==> config.mk <==
export PLATFORM = sky130hd
export DESIGN_NAME = ebc_bert_ctrl
export DESIGN_NICKNAME = d
export VERILOG_FILES = /design/src/rtl/ebc_pkg.sv /design/src/rtl/ebc_bert_ctrl.sv
export SDC_FILE = /design/constraint.sdc
export NUM_CORES = 1
export LEC_CHECK = 0
export ABC_CLOCK_PERIOD_IN_PS = 2400
export BUFFER_PORTS_ARGS = -buffer_cell sky130_fd_sc_hd__buf_2
export CAP_MARGIN = 20
export CORE_MARGIN = 2
export CORE_UTILIZATION = 53
export CTS_CLUSTER_DIAMETER = 120
export DETAILED_ROUTE_END_ITERATION = 8
export PLACE_DENSITY = 0.81
export RECOVER_POWER = 25
export SLEW_MARGIN = 5
export SYNTH_ARGS = -nofsm -noshare
export SYNTH_HDL_FRONTEND = slang
export SYNTH_SLANG_ARGS = --single-unit
==> constraint.sdc <==
create_clock -name aclk -period 2.4 [get_ports aclk]
set_input_delay 0.36 -clock aclk [delete_from_list [all_inputs] [get_ports aclk]]
set_output_delay 0.36 -clock aclk [all_outputs]
set_load 0.01 [all_outputs]
==> src/rtl/ebc_pkg.sv <==
// ebc_pkg: constants, carriers and state type of the bit error test control
// assumes a single 40 MHz clock shared with the framer bit strobes
package ebc_pkg;

    // register byte offsets
    localparam logic [31:0] OFS_CTL = 32'h0000_0000;
    localparam logic [31:0] OFS_DIR = 32'h0000_0004;
    localparam logic [31:0] OFS_ISTS = 32'h0000_0008;
    localparam logic [31:0] OFS_IMASK = 32'h0000_000c;

    // control and direction register fields
    localparam int BIT_TYPE = 7;
    localparam int BIT_INJ = 6;
    localparam int BIT_INV = 5;
    localparam int BIT_LOCK = 4;
    localparam int BIT_CHK = 3;
    localparam int BIT_GEN = 2;
    localparam int BIT_RXSKIP = 1;
    localparam int BIT_TXSKIP = 0;
    localparam int BIT_SWITCH = 3;
    localparam logic [7:0] CTL_RESET = 8'h00;
    localparam logic [7:0] CTL_WMASK = 8'hef;

    // interrupt status bits
    localparam int IRQ_GAIN = 0;
    localparam int IRQ_LOSS = 1;

    // pattern structure
    localparam logic [19:0] GEN_SEED = 20'hfffff;
    localparam int P15_TAP_A = 14;
    localparam int P15_TAP_B = 13;
    localparam int QR_TAP_A = 19;
    localparam int QR_TAP_B = 16;
    localparam logic [3:0] QR_ZERO_MAX = 4'he;

    // checker thresholds in received bits
    localparam logic [5:0] LOCK_GOOD = 6'h28;
    localparam logic [5:0] LOCK_BAD = 6'h04;

    localparam logic [1:0] RESP_OKAY = 2'h0;
    localparam logic [1:0] RESP_SLVERR = 2'h2;

    typedef struct packed {
        logic en;
        logic data;
    } ebc_bit_t;

    typedef struct packed {
        logic [7:0] ctl;
        logic dir;
        logic [1:0] ists;
        logic [1:0] imask;
        logic [19:0] gen;
        logic [3:0] zrun;
        logic [19:0] hist;
        logic [5:0] good;
        logic [5:0] bad;
        logic lock;
        logic pend;
        logic inj_d;
        ebc_bit_t tx_o;
        ebc_bit_t rx_o;
        logic aw_got;
        logic [31:0] aw_addr;
        logic w_got;
        logic [7:0] w_data;
        logic w_be;
        logic bvalid;
        logic [1:0] bresp;
        logic rvalid;
        logic [31:0] rdata;
        logic [1:0] rresp;
    } ebc_state_t;

endpackage : ebc_pkg

==> src/rtl/ebc_bert_ctrl.sv <==
// ebc_bert_ctrl: bit error test generator, checker and framer skip controls
// assumes bit strobes and data come from framer logic on aclk
`timescale 1ns/1ps
`default_nettype none

// Contract
// - type bit picks prbs15 or quasi-random
// - direction switch held in separate register
// - switch off: generate toward line
// - switch on: generate toward receive backplane
// - rising inject flips exactly one bit
// - inject works only with generator enabled
// - injected error follows generator direction
// - switch off: invert line output, line input
// - switch on: invert backplane out, tx in
// - lock flag shows checker synchronisation
// - switch off: check line receive data
// - switch on: check transmit backplane data
// - generator enable starts generator per direction
// - receive skip bypasses receive framing
// - transmit skip bypasses transmit framing
module ebc_bert_ctrl (
    input wire logic aclk,
    input wire logic aresetn,
    input wire logic [31:0] s_axi_awaddr,
    input wire logic s_axi_awvalid,
    output logic s_axi_awready,
    input wire logic [31:0] s_axi_wdata,
    input wire logic [3:0] s_axi_wstrb,
    input wire logic s_axi_wvalid,
    output logic s_axi_wready,
    output logic [1:0] s_axi_bresp,
    output logic s_axi_bvalid,
    input wire logic s_axi_bready,
    input wire logic [31:0] s_axi_araddr,
    input wire logic s_axi_arvalid,
    output logic s_axi_arready,
    output logic [31:0] s_axi_rdata,
    output logic [1:0] s_axi_rresp,
    output logic s_axi_rvalid,
    input wire logic s_axi_rready,
    input wire ebc_pkg::ebc_bit_t tx_bp_i,
    input wire ebc_pkg::ebc_bit_t rx_line_i,
    output ebc_pkg::ebc_bit_t tx_line_o,
    output ebc_pkg::ebc_bit_t rx_bp_o,
    output logic receive_framer_skip,
    output logic transmit_framer_skip,
    output logic irq
);

    ebc_pkg::ebc_state_t st_reg;
    ebc_pkg::ebc_state_t st_next;

    // address decode: {hit, index}
    function automatic logic [2:0] dec(input logic [31:0] a);
        case (a)
            ebc_pkg::OFS_CTL: dec = 3'h4;
            ebc_pkg::OFS_DIR: dec = 3'h5;
            ebc_pkg::OFS_ISTS: dec = 3'h6;
            ebc_pkg::OFS_IMASK: dec = 3'h7;
            default: dec = 3'h0;
        endcase
    endfunction : dec

    // feedback of the selected polynomial
    function automatic logic fb(input logic typ, input logic [19:0] s);
        if (typ) begin
            fb = s[ebc_pkg::QR_TAP_A] ^ s[ebc_pkg::QR_TAP_B];
        end else begin
            fb = s[ebc_pkg::P15_TAP_A] ^ s[ebc_pkg::P15_TAP_B];
        end
    endfunction : fb

    logic typ;
    logic inv;
    logic gen_on;
    logic chk_on;
    logic sw;
    logic gen_stb;
    logic gen_bit;
    logic chk_stb;
    logic chk_bit;
    logic exp_bit;
    logic wr_go;
    logic [2:0] wdec;
    logic [2:0] rdec;

    assign typ = st_reg.ctl[ebc_pkg::BIT_TYPE];
    assign inv = st_reg.ctl[ebc_pkg::BIT_INV];
    assign gen_on = st_reg.ctl[ebc_pkg::BIT_GEN];
    assign chk_on = st_reg.ctl[ebc_pkg::BIT_CHK];
    assign sw = st_reg.dir;
    // generator paced by the framer that owns the output
    assign gen_stb = sw ? rx_line_i.en : tx_bp_i.en;
    // checker input follows the switch
    assign chk_stb = sw ? tx_bp_i.en : rx_line_i.en;
    assign chk_bit = (sw ? tx_bp_i.data : rx_line_i.data) ^ inv;
    assign exp_bit = fb(typ, st_reg.hist);
    // quasi-random output forces a one after a long zero run
    assign gen_bit = (typ && st_reg.zrun >= ebc_pkg::QR_ZERO_MAX) ? 1'b1
                     : fb(typ, st_reg.gen);
    assign wr_go = st_reg.aw_got && st_reg.w_got && !st_reg.bvalid;
    assign wdec = dec(st_reg.aw_addr);
    assign rdec = dec(s_axi_araddr);

    always_comb begin
        logic gain;
        logic loss;
        logic obit;
        gain = 1'b0;
        loss = 1'b0;
        obit = 1'b0;
        st_next = st_reg;

        // inject edge is armed only while generating
        st_next.inj_d = st_reg.ctl[ebc_pkg::BIT_INJ];
        if (!gen_on) begin
            st_next.pend = 1'b0;
        end else if (st_reg.ctl[ebc_pkg::BIT_INJ] && !st_reg.inj_d) begin
            st_next.pend = 1'b1;
        end

        // generator
        obit = gen_bit ^ inv ^ st_reg.pend;
        if (gen_on && gen_stb) begin
            st_next.gen = {st_reg.gen[18:0], fb(typ, st_reg.gen)};
            st_next.zrun = (gen_bit == 1'b0) ? st_reg.zrun + 4'h1 : 4'h0;
            if (st_reg.pend) begin
                st_next.pend = 1'b0;
            end
        end

        // outputs: generated bits replace data on one path only
        st_next.tx_o.en = tx_bp_i.en;
        st_next.rx_o.en = rx_line_i.en;
        if (tx_bp_i.en) begin
            st_next.tx_o.data = (gen_on && !sw) ? obit : tx_bp_i.data;
        end
        if (rx_line_i.en) begin
            st_next.rx_o.data = (gen_on && sw) ? obit : rx_line_i.data;
        end

        // checker
        if (!chk_on) begin
            st_next.lock = 1'b0;
            st_next.good = 6'h00;
            st_next.bad = 6'h00;
        end else if (chk_stb) begin
            st_next.hist = {st_reg.hist[18:0], chk_bit};
            if (chk_bit == exp_bit) begin
                if (st_reg.good != ebc_pkg::LOCK_GOOD) begin
                    st_next.good = st_reg.good + 6'h01;
                end else begin
                    st_next.bad = 6'h00;
                    st_next.lock = 1'b1;
                end
            end else begin
                st_next.good = 6'h00;
                if (st_reg.bad != ebc_pkg::LOCK_BAD) begin
                    st_next.bad = st_reg.bad + 6'h01;
                end else begin
                    st_next.lock = 1'b0;
                end
            end
        end
        gain = st_next.lock && !st_reg.lock;
        loss = !st_next.lock && st_reg.lock;

        // write channel
        if (s_axi_awvalid && s_axi_awready) begin
            st_next.aw_got = 1'b1;
            st_next.aw_addr = s_axi_awaddr;
        end
        if (s_axi_wvalid && s_axi_wready) begin
            st_next.w_got = 1'b1;
            st_next.w_data = s_axi_wdata[7:0];
            st_next.w_be = s_axi_wstrb[0];
        end
        if (wr_go) begin
            st_next.aw_got = 1'b0;
            st_next.w_got = 1'b0;
            st_next.bvalid = 1'b1;
            st_next.bresp = wdec[2] ? ebc_pkg::RESP_OKAY
                            : ebc_pkg::RESP_SLVERR;
            if (wdec[2] && st_reg.w_be) begin
                case (wdec[1:0])
                    2'h0: st_next.ctl = st_reg.w_data & ebc_pkg::CTL_WMASK;
                    2'h1: st_next.dir = st_reg.w_data[ebc_pkg::BIT_SWITCH];
                    2'h2: st_next.ists = st_reg.ists & ~st_reg.w_data[1:0];
                    2'h3: st_next.imask = st_reg.w_data[1:0];
                    default: st_next.dir = st_reg.dir;
                endcase
            end
        end else if (st_reg.bvalid && s_axi_bready) begin
            st_next.bvalid = 1'b0;
        end

        // sticky events win over a clear in the same cycle
        if (gain) begin
            st_next.ists[ebc_pkg::IRQ_GAIN] = 1'b1;
        end
        if (loss) begin
            st_next.ists[ebc_pkg::IRQ_LOSS] = 1'b1;
        end

        // read channel
        if (s_axi_arvalid && s_axi_arready) begin
            st_next.rvalid = 1'b1;
            st_next.rresp = rdec[2] ? ebc_pkg::RESP_OKAY
                            : ebc_pkg::RESP_SLVERR;
            st_next.rdata = 32'h0000_0000;
            case (rdec)
                3'h4: begin
                    st_next.rdata[7:0] = st_reg.ctl;
                    st_next.rdata[ebc_pkg::BIT_LOCK] = st_reg.lock;
                end
                3'h5: st_next.rdata[ebc_pkg::BIT_SWITCH] = st_reg.dir;
                3'h6: st_next.rdata[1:0] = st_reg.ists;
                3'h7: st_next.rdata[1:0] = st_reg.imask;
                default: st_next.rdata = 32'h0000_0000;
            endcase
        end else if (st_reg.rvalid && s_axi_rready) begin
            st_next.rvalid = 1'b0;
        end
    end

    always_ff @(posedge aclk) begin
        if (!aresetn) begin
            st_reg <= '0;
            st_reg.ctl <= ebc_pkg::CTL_RESET;
            st_reg.gen <= ebc_pkg::GEN_SEED;
        end else begin
            st_reg <= st_next;
        end
    end

    assign s_axi_awready = !st_reg.aw_got && !st_reg.bvalid;
    assign s_axi_wready = !st_reg.w_got && !st_reg.bvalid;
    assign s_axi_bvalid = st_reg.bvalid;
    assign s_axi_bresp = st_reg.bresp;
    assign s_axi_arready = !st_reg.rvalid;
    assign s_axi_rvalid = st_reg.rvalid;
    assign s_axi_rdata = st_reg.rdata;
    assign s_axi_rresp = st_reg.rresp;
    assign tx_line_o = st_reg.tx_o;
    assign rx_bp_o = st_reg.rx_o;
    assign receive_framer_skip = st_reg.ctl[ebc_pkg::BIT_RXSKIP];
    assign transmit_framer_skip = st_reg.ctl[ebc_pkg::BIT_TXSKIP];
    assign irq = |(st_reg.ists & st_reg.imask);

    // checks
    property p_prbs15_line;
        @(posedge aclk) disable iff (!aresetn)
        (gen_on && !sw && !typ && !inv && !st_reg.pend && tx_bp_i.en)
        |=> tx_line_o.data == $past(st_reg.gen[14] ^ st_reg.gen[13]);
    endproperty
    a_prbs15_line: assert property (p_prbs15_line)
        else $error("prbs15 bit wrong on line output");

    property p_pass_line;
        @(posedge aclk) disable iff (!aresetn)
        (tx_bp_i.en && (!gen_on || sw)) |=> tx_line_o.data == $past(tx_bp_i.data);
    endproperty
    a_pass_line: assert property (p_pass_line)
        else $error("line output not passed through");

    property p_gen_bp;
        @(posedge aclk) disable iff (!aresetn)
        (gen_on && sw && !inv && !st_reg.pend && rx_line_i.en)
        |=> rx_bp_o.data == $past(gen_bit);
    endproperty
    a_gen_bp: assert property (p_gen_bp)
        else $error("backplane generator bit wrong");

    property p_inject;
        @(posedge aclk) disable iff (!aresetn)
        (st_reg.pend && gen_on && !sw && tx_bp_i.en)
        |=> tx_line_o.data == !$past(gen_bit ^ inv) ##1 !st_reg.pend;
    endproperty
    a_inject: assert property (p_inject)
        else $error("injected bit not inverted once");

    property p_no_inject;
        @(posedge aclk) disable iff (!aresetn)
        !gen_on |=> !st_reg.pend;
    endproperty
    a_no_inject: assert property (p_no_inject)
        else $error("inject armed while generator off");

    property p_invert;
        @(posedge aclk) disable iff (!aresetn)
        (gen_on && !sw && inv && !st_reg.pend && tx_bp_i.en)
        |=> tx_line_o.data == !$past(gen_bit);
    endproperty
    a_invert: assert property (p_invert)
        else $error("line output not inverted");

    property p_chk_off;
        @(posedge aclk) disable iff (!aresetn)
        !chk_on |=> !st_reg.lock ##1 (s_axi_rvalid -> !s_axi_rdata[4]
                    || st_reg.lock);
    endproperty
    a_chk_off: assert property (p_chk_off)
        else $error("lock held with checker off");

    property p_lock_read;
        @(posedge aclk) disable iff (!aresetn)
        (s_axi_arvalid && s_axi_arready && s_axi_araddr == ebc_pkg::OFS_CTL)
        |=> s_axi_rdata[4] == $past(st_reg.lock);
    endproperty
    a_lock_read: assert property (p_lock_read)
        else $error("lock flag read wrong");

    property p_lock_gain;
        @(posedge aclk) disable iff (!aresetn)
        $rose(st_reg.lock) |-> st_reg.ists[0] && chk_on;
    endproperty
    a_lock_gain: assert property (p_lock_gain)
        else $error("lock gain not recorded");

    property p_skip_write;
        @(posedge aclk) disable iff (!aresetn)
        (wr_go && wdec == 3'h4 && st_reg.w_be)
        |=> {receive_framer_skip, transmit_framer_skip}
            == $past(st_reg.w_data[1:0]);
    endproperty
    a_skip_write: assert property (p_skip_write)
        else $error("framer skip bits not written");

    property p_chk_line;
        @(posedge aclk) disable iff (!aresetn)
        (chk_on && !sw && rx_line_i.en)
        |=> st_reg.hist[0] == ($past(rx_line_i.data) ^ $past(inv));
    endproperty
    a_chk_line: assert property (p_chk_line)
        else $error("checker did not take line data");

    property p_chk_bp;
        @(posedge aclk) disable iff (!aresetn)
        (chk_on && sw && tx_bp_i.en)
        |=> st_reg.hist[0] == ($past(tx_bp_i.data) ^ $past(inv));
    endproperty
    a_chk_bp: assert property (p_chk_bp)
        else $error("checker did not take backplane data");

    property p_lock_loss;
        @(posedge aclk) disable iff (!aresetn)
        $fell(st_reg.lock) |-> st_reg.ists[ebc_pkg::IRQ_LOSS];
    endproperty
    a_lock_loss: assert property (p_lock_loss)
        else $error("lock loss not recorded");

    property p_lock_src;
        @(posedge aclk) disable iff (!aresetn)
        $rose(st_reg.lock)
        |-> ($past(sw) ? $past(tx_bp_i.en) : $past(rx_line_i.en));
    endproperty
    a_lock_src: assert property (p_lock_src)
        else $error("lock from wrong checker input");

    property p_gen_hold;
        @(posedge aclk) disable iff (!aresetn)
        !(gen_on && gen_stb) |=> st_reg.gen == $past(st_reg.gen);
    endproperty
    a_gen_hold: assert property (p_gen_hold)
        else $error("generator moved while idle");

    c_lock: cover property (@(posedge aclk) disable iff (!aresetn)
        $rose(st_reg.lock));
    c_inject: cover property (@(posedge aclk) disable iff (!aresetn)
        st_reg.pend ##1 !st_reg.pend);
    c_sw_gen: cover property (@(posedge aclk) disable iff (!aresetn)
        gen_on && sw && rx_line_i.en);
    c_irq: cover property (@(posedge aclk) disable iff (!aresetn)
        $rose(irq));
    c_qr_force: cover property (@(posedge aclk) disable iff (!aresetn)
        typ && gen_on && gen_stb && st_reg.zrun >= ebc_pkg::QR_ZERO_MAX);

endmodule : ebc_bert_ctrl

`default_nettype wire

==> metrics.yaml <==
clocking:
  cts_root_buffer: "clkbuf_8"
  clockBufferDepth: 2
  cts.sinks: 129
  cts_hold_buf: 0
  tritoncts: "built"
  post_cts_resized: 0
  post_cts_buffers: 0
  htree_levels: 4
  clk_latency_ns: 0.53
  cts_made_buffers: 17
  path_clk_slew_ns: 0.06
timing:
  hold_viol: 0
  setup_ws_ns: 0.339
  rsz0062_at_grt: "no"
  setup-violations-final: 0
  fin_crit_ns: 2.06
  clock_skew_ns: 0.0103
  max_freq_ghz: 0.485
  slew_violations: 117
  hold_ws_ns: 0.0855
  tightestPinTransition_ns: 1.87
  fin_tns_setup_ns: 0
  finalCritPeriodShare_pct: 85.9
  max_slew_margin_pct: -24.4
logic_synthesis:
  synth_edf_count: 0
  ys_seq_elements: 129
  seq_area_frac_synth_pct: 44.0
  synth_area_um2: 5860
  async_reset_ff_share_pct: 0
  syn-instance-count: 700
  avgSynthCellArea_um2: 8.38
  yosysUniqueCellTypes: 55
  synth-main-ff-cell: "dfxtp_1"
  yosys_warnings: 0
run:
  drv_cap: 1
floorplanning:
  fp.dieH_um: 109
  rows: 38
  die_w_um: 109
  io_pins: 159
  core_area_um2: 10800
  die-area_um2: 11900
  start_util_pct: 54.1
setup_path:
  cp_num_buf_inv: 2
  arrival_ns: 2.49
  endpoint_kind: "register"
  crit_family: "buffers and inverters"
  crit_chain: "buf_2, clkbuf_2, nand2b_1, a211oi_1"
  regToRegSetupSlack_ns: 0.38
  start_kind: "primary input"
  reg2reg_to: "inv"
  critPathKind: "primary input to register"
  cp.required_ns: 2.83
  startpoint: "aresetn"
  r2r_cells: 6
  crit_path_max_incr_delay_ns: 1.30
  crit_path_max_fanout: 116
  cpMaxStageDelayCell: "clkbuf_2"
  r2r_start: "st_reg[62]"
grt:
  grt_overflow: 0
  grt_usage_pct: 22.3
  grt_pass1_wl_mm: 20.9
  grt_pass1_vias: 4771
  antenna_found_initial: 1
  grt_max_degree: 117
placed_design:
  port_buffers: 104
  hpwl_mm: 8.68
  place_ws_ns: 0.401
  gp_congestion: 0.801
  dp.cells: 904
finish:
  seq_area_um2: 2580
  final_cell_mix: "196 x nand2_1, 129 x dfxtp_1, 92 x buf_2, 65 x a21boi_0, 29 x nand3_1"
  area_growth_pct: 17.1
  layout_commonest_cell: "nand2_1"
  final_cell_count_no_fill: 936
  n_antenna_cell: 0
  drive_gt1_share_pct: 18.1
  multi_input_area_um2: 2880
  largest_reg_flops: 106
  fin_nets: 900
  fill_cells: 894
  fin_util_pct: 63.4
pwr:
  p_leak_nw: 2.75
  ir_drop_v: 0.000594
  p_per_area_nw_per_um2: 748
worst_hold_path:
  min_path_cells: 3
  hold_path.class: "primary input to register"
  hp-start: "s_axi_wstrb[0]"
  holdPathEnd: "st_reg[38]"
detailed_routing:
  wl_per_cell_um: 13.5
  vias: 4941
  first_iter_violations: 306
  dr.pass1.iters: 8
  drt_wl_total_mm: 12.7
  route.detailed.drc: 0
  via_per_inst: 5.28
  drtAntennaViolNets: 0
run_status:
  failed_checks: "capacitance limit, slew limit"
  status: "finished with violations"
## per-layer routing
metal | wire [µm] | vias to the layer above | track usage [%]
met5 | 0 | - | 0
met4 | 219 | 0 | 9.76
met3 | 655 | 23 | 6.93
met2 | 6310 | 146 | 38.7
met1 | 5470 | 2296 | 25.2
li1 | - | 2476 | -
## worst max-delay path by stage
stage,to,slack [ns],cells after the start
floorplan,st_reg[146],0.59,7
global placement,st_reg[89],0.48,6
detailed placement,st_reg[89],0.40,6
CTS,st_reg[89],0.38,5
global route,st_reg[121],0.11,4
finish,st_reg[121],0.34,4
## kinds of logic (layout without fill, tap and decap cells)
group                    after synthesis  count (layout)  share of synthesized area (%)
XOR/XNOR                              11              11                           2.22
AO/OA/AOI/OAI                        118             118                           14.2
other                                  1              26                         0.0640
flip-flops                           129             129                           44.0
multiplexers                          25              25                           4.61
adder cells (fa/ha/maj)                6               6                           1.28
buffers and inverters                 88             159                           8.37
AND/OR/NAND/NOR                      322             322                           25.2
## synth_stat cells (6+ instances only)
cell type / n / area share (%)
and2_1: 9 / 0.96
nor4_1: 15 / 1.6
buf_4: 40 / 5.1
nor2b_1: 14 / 1.5
nor2_1: 22 / 1.4
xor2_1: 7 / 1.0
a21boi_0: 65 / 8.3
inv_1: 11 / 0.70
mux2i_1: 20 / 3.4
o21ai_0: 17 / 1.5
nand2_1: 196 / 13
ha_1: 6 / 1.3
clkbuf_1: 32 / 2.0
nand3_1: 29 / 2.5
dfxtp_1: 129 / 44
a21oi_1: 6 / 0.51
a31oi_1: 7 / 0.75
## power breakdown
part / total (W) / switching, W / internal [W] / leakage (nW)
combinational: 0.000339 / 0.000197 / 0.000142 / 1.42
sequential: 0.00223 / 0.0000337 / 0.00220 / 1.05
clock: 0.00257 / 0.000952 / 0.00162 / 0.279
total: 0.00514 / 0.00118 / 0.00396 / 2.75
## through the flow
stage	cell area [µm²]	total power, W
final	6870	0.00514
after global routing	6870	0.00533
after CTS	6900	0.00518
after detailed placement	6310	0.00262
after global placement	6310	0.00260
after floorplan	5960	0.00252
## tightest hold or removal path, stage by stage
cell	delay (ns)
buf_2	0.10
nand2_1	0.04
a21boi_0	0.06
## area by class of cell
| class | instances | area share, % |
|---|---|---|
| Multi-Input combinational cell | 508 | 42.0 |
| Sequential cell | 129 | 37.6 |
| Timing Repair Buffer | 116 | 8.64 |
| Clock buffer | 21 | 6.39 |
| Tap cell | 140 | 2.55 |
| Clock inverter | 11 | 2.22 |
| Inverter | 11 | 0.601 |
No activity file was read; power rests on OpenSTA's default activity.
